<file path="src/pic_cfg.svh">
// Register offsets, field positions, vector base and trap level of the interrupt controller
`ifndef PIC_CFG_SVH
`define PIC_CFG_SVH
`define PIC_OFF_CTRL1 12'h000
`define PIC_OFF_CTRL2 12'h004
`define PIC_OFF_CTRL3 12'h008
`define PIC_OFF_CTRL4 12'h00C
`define PIC_OFF_VSTAT 12'h010
`define PIC_OFF_PSTAT 12'h014
`define PIC_OFF_CORE 12'h018
`define PIC_OFF_FLAG 12'h020
`define PIC_OFF_ENAB 12'h024
`define PIC_OFF_PRIO0 12'h028
`define PIC_OFF_PRIO1 12'h02C
`define PIC_OFF_ISTAT 12'h030
`define PIC_OFF_IMASK 12'h034
`define PIC_OFF_ACK 12'h038
`define PIC_BIT_NESTING_DISABLE 15
`define PIC_BIT_GIE 15
`define PIC_BIT_SOFT_HARD_TRAP_FLAG 0
`define PIC_BIT_TOP 3
`define PIC_PSTAT_LO 5
`define PIC_PSTAT_HI 7
`define PIC_VEC_BASE 8'h08
`define PIC_TRAP_LVL 4'h8
`define PIC_ZERO32 32'h00000000
`endif

</file>
<file path="src/pic_pkg.sv">
// Types shared by the interrupt controller files
package pic_pkg;
  typedef logic [31:0] pic_word_t;
  typedef logic [2:0] pic_prio_t;
  typedef logic [3:0] pic_level_t;
  typedef logic [7:0] pic_vec_t;
endpackage

</file>
<file path="src/pic_arbiter.sv">
// Priority arbiter choosing the winning request among enabled flagged sources
`timescale 1ns/10ps
`include "pic_cfg.svh"
module pic_arbiter #(
  parameter int NSRC = 16
) (
  input wire logic [NSRC-1:0] req,
  input wire logic [3*NSRC-1:0] prio,
  input wire pic_pkg::pic_level_t cur_level,
  output logic found,
  output pic_pkg::pic_vec_t vec,
  output pic_pkg::pic_prio_t level
);
  import pic_pkg::*;
  // Highest priority wins; scan downwards so lower index wins a tie
  always_comb begin
    found = 1'b0;
    vec = 8'h00;
    level = 3'h0;
    for (int i = NSRC - 1; i >= 0; i--) begin
      if (req[i] && ({1'b0, prio[3*i +: 3]} > cur_level) &&
          (!found || prio[3*i +: 3] >= level)) begin // RULE_15
        found = 1'b1;
        level = prio[3*i +: 3];
        vec = 8'(`PIC_VEC_BASE + i); // RULE_11
      end
    end
  end
endmodule

</file>
<file path="src/pic_top.sv">
// Vectored prioritized interrupt controller with APB register access
// Functional notes
// RULE_01: Control register one holds nesting disable and trap status flags.
// RULE_02: Control register two sets external edge polarity and global enable.
// RULE_03: Control register three holds DMA and loop-stack overflow trap flags.
// RULE_04: Control register four holds the software hard trap flag.
// RULE_05: Each source has a flag set by hardware, cleared only by software.
// RULE_06: A source with its enable clear never raises a request.
// RULE_07: Each source has a writable three-bit priority field, eight levels.
// RULE_08: Taken interrupt latches 8-bit vector and 4-bit new level.
// RULE_09: Latched level equals priority of the serviced pending interrupt.
// RULE_10: Flag, enable, priority fields packed in ascending vector order.
// RULE_11: External request zero is vector 8, bit 0, priority bits 2..0.
// RULE_12: Lower three level bits at status bits 7..5, readable and writable.
// RULE_13: Top level bit in core register is read-only to software.
// RULE_14: With nesting disabled the three lower level bits are read-only.
// RULE_15: Request only above current level; highest wins, lower vector ties.
`timescale 1ns/10ps
`include "pic_cfg.svh"
module pic_top #(
  parameter int NSRC = 16,
  parameter int NEXT = 3,
  parameter int NTRAP = 8
) (
  input wire logic pclk,
  input wire logic presetn,
  input wire logic psel,
  input wire logic penable,
  input wire logic pwrite,
  input wire logic [11:0] paddr,
  input wire pic_pkg::pic_word_t pwdata,
  output pic_pkg::pic_word_t prdata,
  output logic pready,
  output logic pslverr,
  input wire logic [NSRC-1:0] periph_req,
  input wire logic [NEXT-1:0] ext_pin,
  input wire logic [NTRAP-1:0] trap_evt,
  input wire logic dma_trap_evt,
  input wire logic loop_ovf_evt,
  input wire logic irq_taken,
  input wire logic trap_taken,
  input wire logic trap_return,
  output logic irq_req,
  output pic_pkg::pic_vec_t irq_vec,
  output pic_pkg::pic_level_t irq_level,
  output logic trap_req,
  output logic irq
);
  import pic_pkg::*;

  logic [NSRC-1:0] flag_ff;
  logic [NSRC-1:0] enab_ff;
  logic [3*NSRC-1:0] prio_ff;
  logic nesting_disable_ff;
  logic [NTRAP-1:0] trap_ff;
  logic gie_ff;
  logic [NEXT-1:0] edge_pol_ff;
  logic dma_trap_ff;
  logic loop_ovf_ff;
  logic soft_hard_trap_flag_ff;
  pic_vec_t vnum_ff;
  pic_level_t vlvl_ff;
  logic [2:0] ipl_lo_ff;
  logic ipl_top_ff;
  logic [3:0] istat_ff;
  logic [3:0] imask_ff;
  logic [NEXT-1:0] ext_s1_ff;
  logic [NEXT-1:0] ext_s2_ff;
  logic [NEXT-1:0] ext_s3_ff;
  logic [NSRC-1:0] hw_set;
  logic [NSRC-1:0] req_vec;
  logic wr_en;
  logic rd_en;
  logic arb_found;
  pic_vec_t arb_vec;
  pic_prio_t arb_lvl;
  pic_level_t cur_level;
  logic [3:0] evt;
  logic take;

  assign pready = 1'b1;
  assign wr_en = psel && penable && pwrite;
  assign rd_en = psel && penable && !pwrite;
  assign cur_level = {ipl_top_ff, ipl_lo_ff};

  // Pin synchronisers, third stage only for edge detection
  always_ff @(posedge pclk or negedge presetn) begin
    if (!presetn) begin
      ext_s1_ff <= '0;
      ext_s2_ff <= '0;
      ext_s3_ff <= '0;
    end else begin
      ext_s1_ff <= ext_pin;
      ext_s2_ff <= ext_s1_ff;
      ext_s3_ff <= ext_s2_ff;
    end
  end

  // Hardware set terms: externals first, selected edge per pin
  always_comb begin
    hw_set = periph_req;
    for (int i = 0; i < NEXT; i++) begin
      hw_set[i] = edge_pol_ff[i] ? (ext_s3_ff[i] && !ext_s2_ff[i])
                                 : (ext_s2_ff[i] && !ext_s3_ff[i]); // RULE_02
    end
  end

  // Per-source flag, enable and priority storage
  genvar g;
  generate
    for (g = 0; g < NSRC; g++) begin : g_src
      always_ff @(posedge pclk or negedge presetn) begin
        if (!presetn) begin
          flag_ff[g] <= 1'b0;
        end else if (hw_set[g]) begin
          flag_ff[g] <= 1'b1; // RULE_05
        end else if (wr_en && paddr == `PIC_OFF_FLAG) begin
          flag_ff[g] <= pwdata[g]; // RULE_05 RULE_10
        end
      end
      always_ff @(posedge pclk or negedge presetn) begin
        if (!presetn) begin
          enab_ff[g] <= 1'b0;
        end else if (wr_en && paddr == `PIC_OFF_ENAB) begin
          enab_ff[g] <= pwdata[g]; // RULE_10
        end
      end
      always_ff @(posedge pclk or negedge presetn) begin
        if (!presetn) begin
          prio_ff[3*g +: 3] <= 3'h0;
        end else if (wr_en && paddr == ((g < 8) ? `PIC_OFF_PRIO0 : `PIC_OFF_PRIO1)) begin
          prio_ff[3*g +: 3] <= pwdata[4*(g%8) +: 3]; // RULE_07 RULE_10 RULE_11
        end
      end
      assign req_vec[g] = flag_ff[g] && enab_ff[g] && gie_ff; // RULE_06 RULE_02
    end
  endgenerate

  // Control register one: nesting disable and trap flags
  always_ff @(posedge pclk or negedge presetn) begin
    if (!presetn) begin
      nesting_disable_ff <= 1'b0;
      trap_ff <= '0;
    end else begin
      if (wr_en && paddr == `PIC_OFF_CTRL1) begin
        nesting_disable_ff <= pwdata[`PIC_BIT_NESTING_DISABLE]; // RULE_01
      end
      for (int i = 0; i < NTRAP; i++) begin
        if (trap_evt[i]) begin
          trap_ff[i] <= 1'b1; // RULE_01
        end else if (wr_en && paddr == `PIC_OFF_CTRL1) begin
          trap_ff[i] <= pwdata[i];
        end
      end
    end
  end

  // Control register two: global enable and external polarity
  always_ff @(posedge pclk or negedge presetn) begin
    if (!presetn) begin
      gie_ff <= 1'b1;
      edge_pol_ff <= '0;
    end else if (wr_en && paddr == `PIC_OFF_CTRL2) begin
      gie_ff <= pwdata[`PIC_BIT_GIE]; // RULE_02
      edge_pol_ff <= pwdata[NEXT-1:0]; // RULE_02
    end
  end

  // Control registers three and four: DMA, loop and soft trap flags
  always_ff @(posedge pclk or negedge presetn) begin
    if (!presetn) begin
      dma_trap_ff <= 1'b0;
      loop_ovf_ff <= 1'b0;
      soft_hard_trap_flag_ff <= 1'b0;
    end else begin
      if (dma_trap_evt) begin
        dma_trap_ff <= 1'b1; // RULE_03
      end else if (wr_en && paddr == `PIC_OFF_CTRL3) begin
        dma_trap_ff <= pwdata[0];
      end
      if (loop_ovf_evt) begin
        loop_ovf_ff <= 1'b1; // RULE_03
      end else if (wr_en && paddr == `PIC_OFF_CTRL3) begin
        loop_ovf_ff <= pwdata[1];
      end
      if (wr_en && paddr == `PIC_OFF_CTRL4) begin
        soft_hard_trap_flag_ff <= pwdata[`PIC_BIT_SOFT_HARD_TRAP_FLAG]; // RULE_04
      end
    end
  end

  pic_arbiter #(
    .NSRC(NSRC)
  ) u_arb (
    .req(req_vec),
    .prio(prio_ff),
    .cur_level(cur_level),
    .found(arb_found),
    .vec(arb_vec),
    .level(arb_lvl)
  );

  assign irq_req = arb_found; // RULE_15
  assign irq_vec = arb_vec;
  assign irq_level = {1'b0, arb_lvl};
  assign trap_req = (|trap_ff) || dma_trap_ff || loop_ovf_ff || soft_hard_trap_flag_ff;
  assign take = irq_taken && arb_found;

  // Vector status latch on interrupt acceptance
  always_ff @(posedge pclk or negedge presetn) begin
    if (!presetn) begin
      vnum_ff <= 8'h00;
      vlvl_ff <= 4'h0;
    end else if (take) begin
      vnum_ff <= arb_vec; // RULE_08
      vlvl_ff <= {1'b0, arb_lvl}; // RULE_08 RULE_09
    end
  end

  // Processor level: lower bits software writable unless nesting disabled, top bit hardware only
  always_ff @(posedge pclk or negedge presetn) begin
    if (!presetn) begin
      ipl_lo_ff <= 3'h0;
      ipl_top_ff <= 1'b0;
    end else begin
      if (trap_taken) begin
        ipl_top_ff <= 1'b1; // RULE_13
      end else if (trap_return) begin
        ipl_top_ff <= 1'b0;
      end
      if (take && !nesting_disable_ff) begin
        ipl_lo_ff <= arb_lvl;
      end else if (take && nesting_disable_ff) begin
        ipl_lo_ff <= 3'h7;
      end else if (wr_en && paddr == `PIC_OFF_PSTAT && !nesting_disable_ff) begin
        ipl_lo_ff <= pwdata[`PIC_PSTAT_HI:`PIC_PSTAT_LO]; // RULE_12 RULE_14
      end
    end
  end

  // Interrupt status events: request, trap, take, soft trap
  assign evt = {soft_hard_trap_flag_ff, take, trap_req, arb_found};

  always_ff @(posedge pclk or negedge presetn) begin
    if (!presetn) begin
      istat_ff <= 4'h0;
    end else if (wr_en && paddr == `PIC_OFF_ISTAT) begin
      istat_ff <= (istat_ff & ~pwdata[3:0]) | evt;
    end else begin
      istat_ff <= istat_ff | evt;
    end
  end

  always_ff @(posedge pclk or negedge presetn) begin
    if (!presetn) begin
      imask_ff <= 4'h0;
    end else if (wr_en && paddr == `PIC_OFF_IMASK) begin
      imask_ff <= pwdata[3:0];
    end
  end

  assign irq = |(istat_ff & imask_ff);

  // Error for unmapped addresses
  always_comb begin
    unique case (paddr)
      `PIC_OFF_CTRL1, `PIC_OFF_CTRL2, `PIC_OFF_CTRL3, `PIC_OFF_CTRL4,
      `PIC_OFF_VSTAT, `PIC_OFF_PSTAT, `PIC_OFF_CORE, `PIC_OFF_FLAG,
      `PIC_OFF_ENAB, `PIC_OFF_PRIO0, `PIC_OFF_PRIO1, `PIC_OFF_ISTAT,
      `PIC_OFF_IMASK: pslverr = 1'b0;
      default: pslverr = psel && penable;
    endcase
  end

  // Read data register
  always_ff @(posedge pclk or negedge presetn) begin
    if (!presetn) begin
      prdata <= `PIC_ZERO32;
    end else if (psel && !penable && !pwrite) begin
      prdata <= `PIC_ZERO32;
      unique case (paddr)
        `PIC_OFF_CTRL1: prdata <= 32'({nesting_disable_ff, 15'h0000}) | 32'(trap_ff);
        `PIC_OFF_CTRL2: prdata <= 32'({gie_ff, 15'h0000}) | 32'(edge_pol_ff);
        `PIC_OFF_CTRL3: prdata <= {30'h00000000, loop_ovf_ff, dma_trap_ff};
        `PIC_OFF_CTRL4: prdata <= {31'h00000000, soft_hard_trap_flag_ff};
        `PIC_OFF_VSTAT: prdata <= {20'h00000, vlvl_ff, vnum_ff};
        `PIC_OFF_PSTAT: prdata <= {24'h000000, ipl_lo_ff, 5'h00}; // RULE_12
        `PIC_OFF_CORE: prdata <= 32'(ipl_top_ff) << `PIC_BIT_TOP; // RULE_13
        `PIC_OFF_FLAG: prdata <= 32'(flag_ff);
        `PIC_OFF_ENAB: prdata <= 32'(enab_ff);
        `PIC_OFF_PRIO0: prdata <= pack_prio(0);
        `PIC_OFF_PRIO1: prdata <= pack_prio(8);
        `PIC_OFF_ISTAT: prdata <= {28'h0000000, istat_ff};
        `PIC_OFF_IMASK: prdata <= {28'h0000000, imask_ff};
        default: prdata <= `PIC_ZERO32;
      endcase
    end
  end

  // Packs eight three-bit priority fields into nibble lanes
  function automatic pic_word_t pack_prio(input int base);
    pic_word_t w;
    w = `PIC_ZERO32;
    for (int k = 0; k < 8; k++) begin
      if (base + k < NSRC) begin
        w[4*k +: 3] = prio_ff[3*(base+k) +: 3];
      end
    end
    return w;
  endfunction
endmodule

</file>
<file path="config.mk">
export PLATFORM = sky130hd
export DESIGN_NAME = pic_top
export DESIGN_NICKNAME = d
export VERILOG_FILES = /design/src/pic_pkg.sv /design/src/pic_arbiter.sv /design/src/pic_top.sv
export VERILOG_INCLUDE_DIRS = /design/src
export SDC_FILE = /design/constraint.sdc
export NUM_CORES = 1
export LEC_CHECK = 0
export BUFFER_PORTS_ARGS = -buffer_cell sky130_fd_sc_hd__buf_2
export CORE_ASPECT_RATIO = 1.4
export CORE_MARGIN = 2
export CORE_UTILIZATION = 30
export DETAILED_ROUTE_END_ITERATION = 8
export PLACE_DENSITY = 0.5
export SYNTH_ARGS = -nofsm -noshare
export SYNTH_HDL_FRONTEND = slang
export SYNTH_HIERARCHICAL = 1
export SYNTH_SLANG_ARGS = --single-unit
</file>
<file path="constraint.sdc">
create_clock -name pclk -period 48.2 [get_ports pclk]
set_input_delay 9.64 -clock pclk [delete_from_list [all_inputs] [get_ports pclk]]
set_output_delay 9.64 -clock pclk [all_outputs]
set_load 0.005 [all_outputs]
</file>
==> results.md <==
| Parameter | Value |
|:---|:---|
| Slowest cell on crit path | o31ai_1 |
| Crit Path Max Fanout | 16 |
| Via density | 5.36 |
| Max rail drop VDD | 0.0244 mV |
| Achievable Freq | 0.0281 GHz |
| Clock tree from TritonCTS | done |
| Placed wire-length estimate after detailed placement | 26600 microns |
| Avg WL per Cell | 21.7 microns |
| Start point of the critical path | ipl_lo_ff[2] |
| Total vias in the final route | 8603 |
| Number of hold violations in the final report | 0 |
| Post-route worst setup slack | 12.64 ns |
| Fraction of synthesized cell area taken by the top area cell type | 0.364 |
| Leakage power | 5.67 nW |
| Number of input and output port buffers inserted | 113 |
| Sum of negative setup slack | 0 ns |
| Total of flip-flops plus latches after synthesis | 156 |
| Async set-or-reset flop fraction in the synthesized netlist | 1.00 |
| Clock transition at the registers of the reported paths | 0.07 ns |
| Global-route wire length before repair | 53600 microns |
| Routability congestion estimate from global placement | 0.872 |
| Total wire length | 34800 microns |
| Minimum clock period | 35.56 ns |
| Clk Tree Root Cell | clkbuf_16 |
| Count of flip-flops with a built-in enable after synthesis | 0 |
| Residual overflow from global routing | 0 |
| Endpoint required time on the critical path | 38.56 ns |
| Number of distinct library cell variants in the gate-level netlist after synthesis | 90 |
| Total standard cell area after synthesis | 10700 sq um |
| Worst-margin pin slew | 1.02 ns |
| Stage delay of the slowest cell on the critical path | 0.84 ns |
| Max-cap violation count | 0 |
| Kind of end point of the critical path | output pin |
| H-tree depth reported by CTS | 4 |
| TritonCTS buffer count | 17 |
| Final worst path period share | 0.738 |
| Latest clock arrival within the worst-skew pair | 0.45 ns |
| Startpoint kind of the worst setup timing path | register |
| Main area contributors after synthesis | dfrtp_1 36%, ha_1 10%, mux2_1 5.4%, mux2_2 4.8%, mux2i_1 3.6% |
| Vias in the first global route | 8777 |
| Largest net degree at the start of global routing | 104 |
| Die Height | 227 microns |
| Cell taking the most area after synthesis | dfrtp_1 |
| Global Route Usage Sum | 0.195 |
| Class of the tightest hold or removal check | register to register |
| Remaining antenna violation count after routing | 0 |
| Power per standard cell area | 23.8 nW/um^2 |
| Final setup skew | 0.00945 ns |
| Worst hold start | ext_s1_ff[2] |
| Most frequent cell after synthesis | dfrtp_1 |
| Instance count of the mapped netlist | 1039 |
| Buffers inserted during post-CTS setup optimization | 0 |
| Path type of the worst setup path | register to output pin |
| Warnings, synthesis | 6 |
| Worst rel slew slack | 0.316 |
| Arrival @ worst endpoint | 25.92 ns |
| Core footprint | 35000 sq um |
| Number of hold buffers added after CTS | 0 |
| Number of sinks driven by the clock tree | 156 |
| DRC | 0 |
| FF-to-FF Start | ipl_lo_ff[2] |
| Setup repair after global routing missed its margin | false |
| Number of top-level design ports | 130 |
| Number of DRC markers in iteration 0 | 492 |
| Count of TritonRoute iterations in the first routing pass | 5 |
| Initial Utilization | 0.305 |
| Total power | 0.000292 W |
| Post-CTS resize count | 0 |
| Proportion of layout cells with a drive suffix above 1 | 0.206 |
| Fin Hold WS | 0.354 ns |
| Die X | 163 microns |
| Setup Slack @ Placement | 13.51 ns |
| Flip-flop cell with the highest count after synthesis | dfrtp_1 |
| Outcome | finished clean |
| Number of endpoints failing setup at the final stage | 0 |
| Most used standard cells in the synthesized netlist | 155 x dfrtp_1, 86 x ha_1, 72 x nand2_1, 51 x mux2_1, 46 x nor2b_1 |
| Area of the die | 37100 sq um |
| Nets | 1302 |
| Number of pins exceeding their max-slew limit in the final report | 0 |
| Standard-cell row count | 81 |
| Max clock buf depth | 2 |
| Synth Area per Inst | 10.3 sq um |
| Antenna cells | 0 |
| Initial antenna violation count | 0 |
| Cell with the most instances on the worst path | ha_1 |
| Synth-to-Final Area Change | 14.7% |
| Part of the Yosys area used for sequential elements | 0.366 |
[where the power goes]
group / switching (W) / total (W) / leakage, nW / internal [W]
registers: 0.000000503 / 0.000132 / 2.01 / 0.000131
logic: 0.0000114 / 0.0000164 / 3.36 / 0.00000500
clock network: 0.0000635 / 0.000143 / 0.295 / 0.0000797
total: 0.0000754 / 0.000292 / 5.67 / 0.000216
[path summary, 6_finish.rpt]
kind                                 to  slack, ns  cells after the start
max                          irq_vec[4]      12.64                    110
min                        ext_s2_ff[2]       0.35                      0
max reg2reg                  vnum_ff[4]      22.64                    110
min reg2reg                ext_s2_ff[2]       0.35                      0
max in group asynchronous    flag_ff[9]      37.58                      2
min in group asynchronous   imask_ff[1]       9.32                      1
[flip-flops by register name, indices dropped and copies added, names as in the netlist, 3 cells and up]
| register | count |
|---|---|
| prdata | 28 |
| vlvl_ff | 3 |
| enab_ff | 16 |
| edge_pol_ff | 3 |
| ext_s1_ff | 3 |
| imask_ff | 4 |
| istat_ff | 4 |
| prio_ff | 48 |
| vnum_ff | 8 |
| ipl_lo_ff | 3 |
| trap_ff | 8 |
| ext_s3_ff | 3 |
| ext_s2_ff | 3 |
| flag_ff | 16 |
[layer usage]
| layer | track usage | wire (microns) |
|---|---|---|
| met2 | 0.357 | 18400 |
| met1 | 0.228 | 14100 |
| met3 | 0.0290 | 1020 |
| met4 | 0.0734 | 1160 |
| met5 | 0 | 0 |
[layout make-up]
type	count	area, sq um
Tap cell	456	571
Clock inverter	14	175
Sequential cell	156	3910
Fill cell	3621	22700
Timing Repair Buffer	120	624
Inverter	40	150
Clock buffer	18	439
Multi-Input combinational cell	800	6370
[per-stage QoR]
stage                      util  instance area [sq um]  cells
after global placement    0.332                  11600   1572
final                     0.350                  12200   1604
after detailed placement  0.332                  11600   1572
after floorplan               -                  10700   1045
after CTS                 0.350                  12200   1604
after global routing      0.350                  12200   1604
[layout by cell type, fill, tap and decap left out, types with 5 or more instances in the layout]
cell type,synthesis,routed
dfrtp_1,155,155
buf_2,17,112
ha_1,86,86
nand2_1,72,72
mux2_1,51,51
nor2b_1,46,46
mux2_2,45,45
nor2_1,41,40
o21ai_0,39,39
inv_1,39,39
mux2i_1,38,38
nand3_1,36,36
a21oi_1,35,35
a211o_1,29,29
and3_1,23,23
nand2b_1,22,22
nor3_1,19,19
clkbuf_16,0,17
a21o_1,15,15
a31oi_1,12,12
a22o_1,10,10
conb_1,3,9
and2_1,9,9
o21a_1,9,9
a22oi_1,8,8
nand4_1,8,8
mux4_2,8,8
o31ai_1,8,8
buf_4,13,7
o2111a_1,7,7
o211ai_1,6,6
o311ai_0,6,6
nor4_1,5,5
inv_6,0,5
[critical path, delay by kind of cell, from the launching register on]
kind / cells / cell delay [ns]
compound gates: 43 / 11.97
simple gates: 43 / 6.82
fa+ha+maj: 17 / 4.58
mux: 2 / 0.88
buf+inv: 5 / 0.71
flops: 1 / 0.42
[kinds of logic after synthesis]
group,Yosys count,synth area share
AND/OR/NAND/NOR,315,0.162
other,3,0.00106
flip-flops,156,0.366
multiplexers,142,0.154
AO/OA/AOI/OAI,247,0.175
adder cells (fa/ha/maj),87,0.102
buffers and inverters,89,0.0393
No activity file was read; power rests on OpenSTA's default activity.
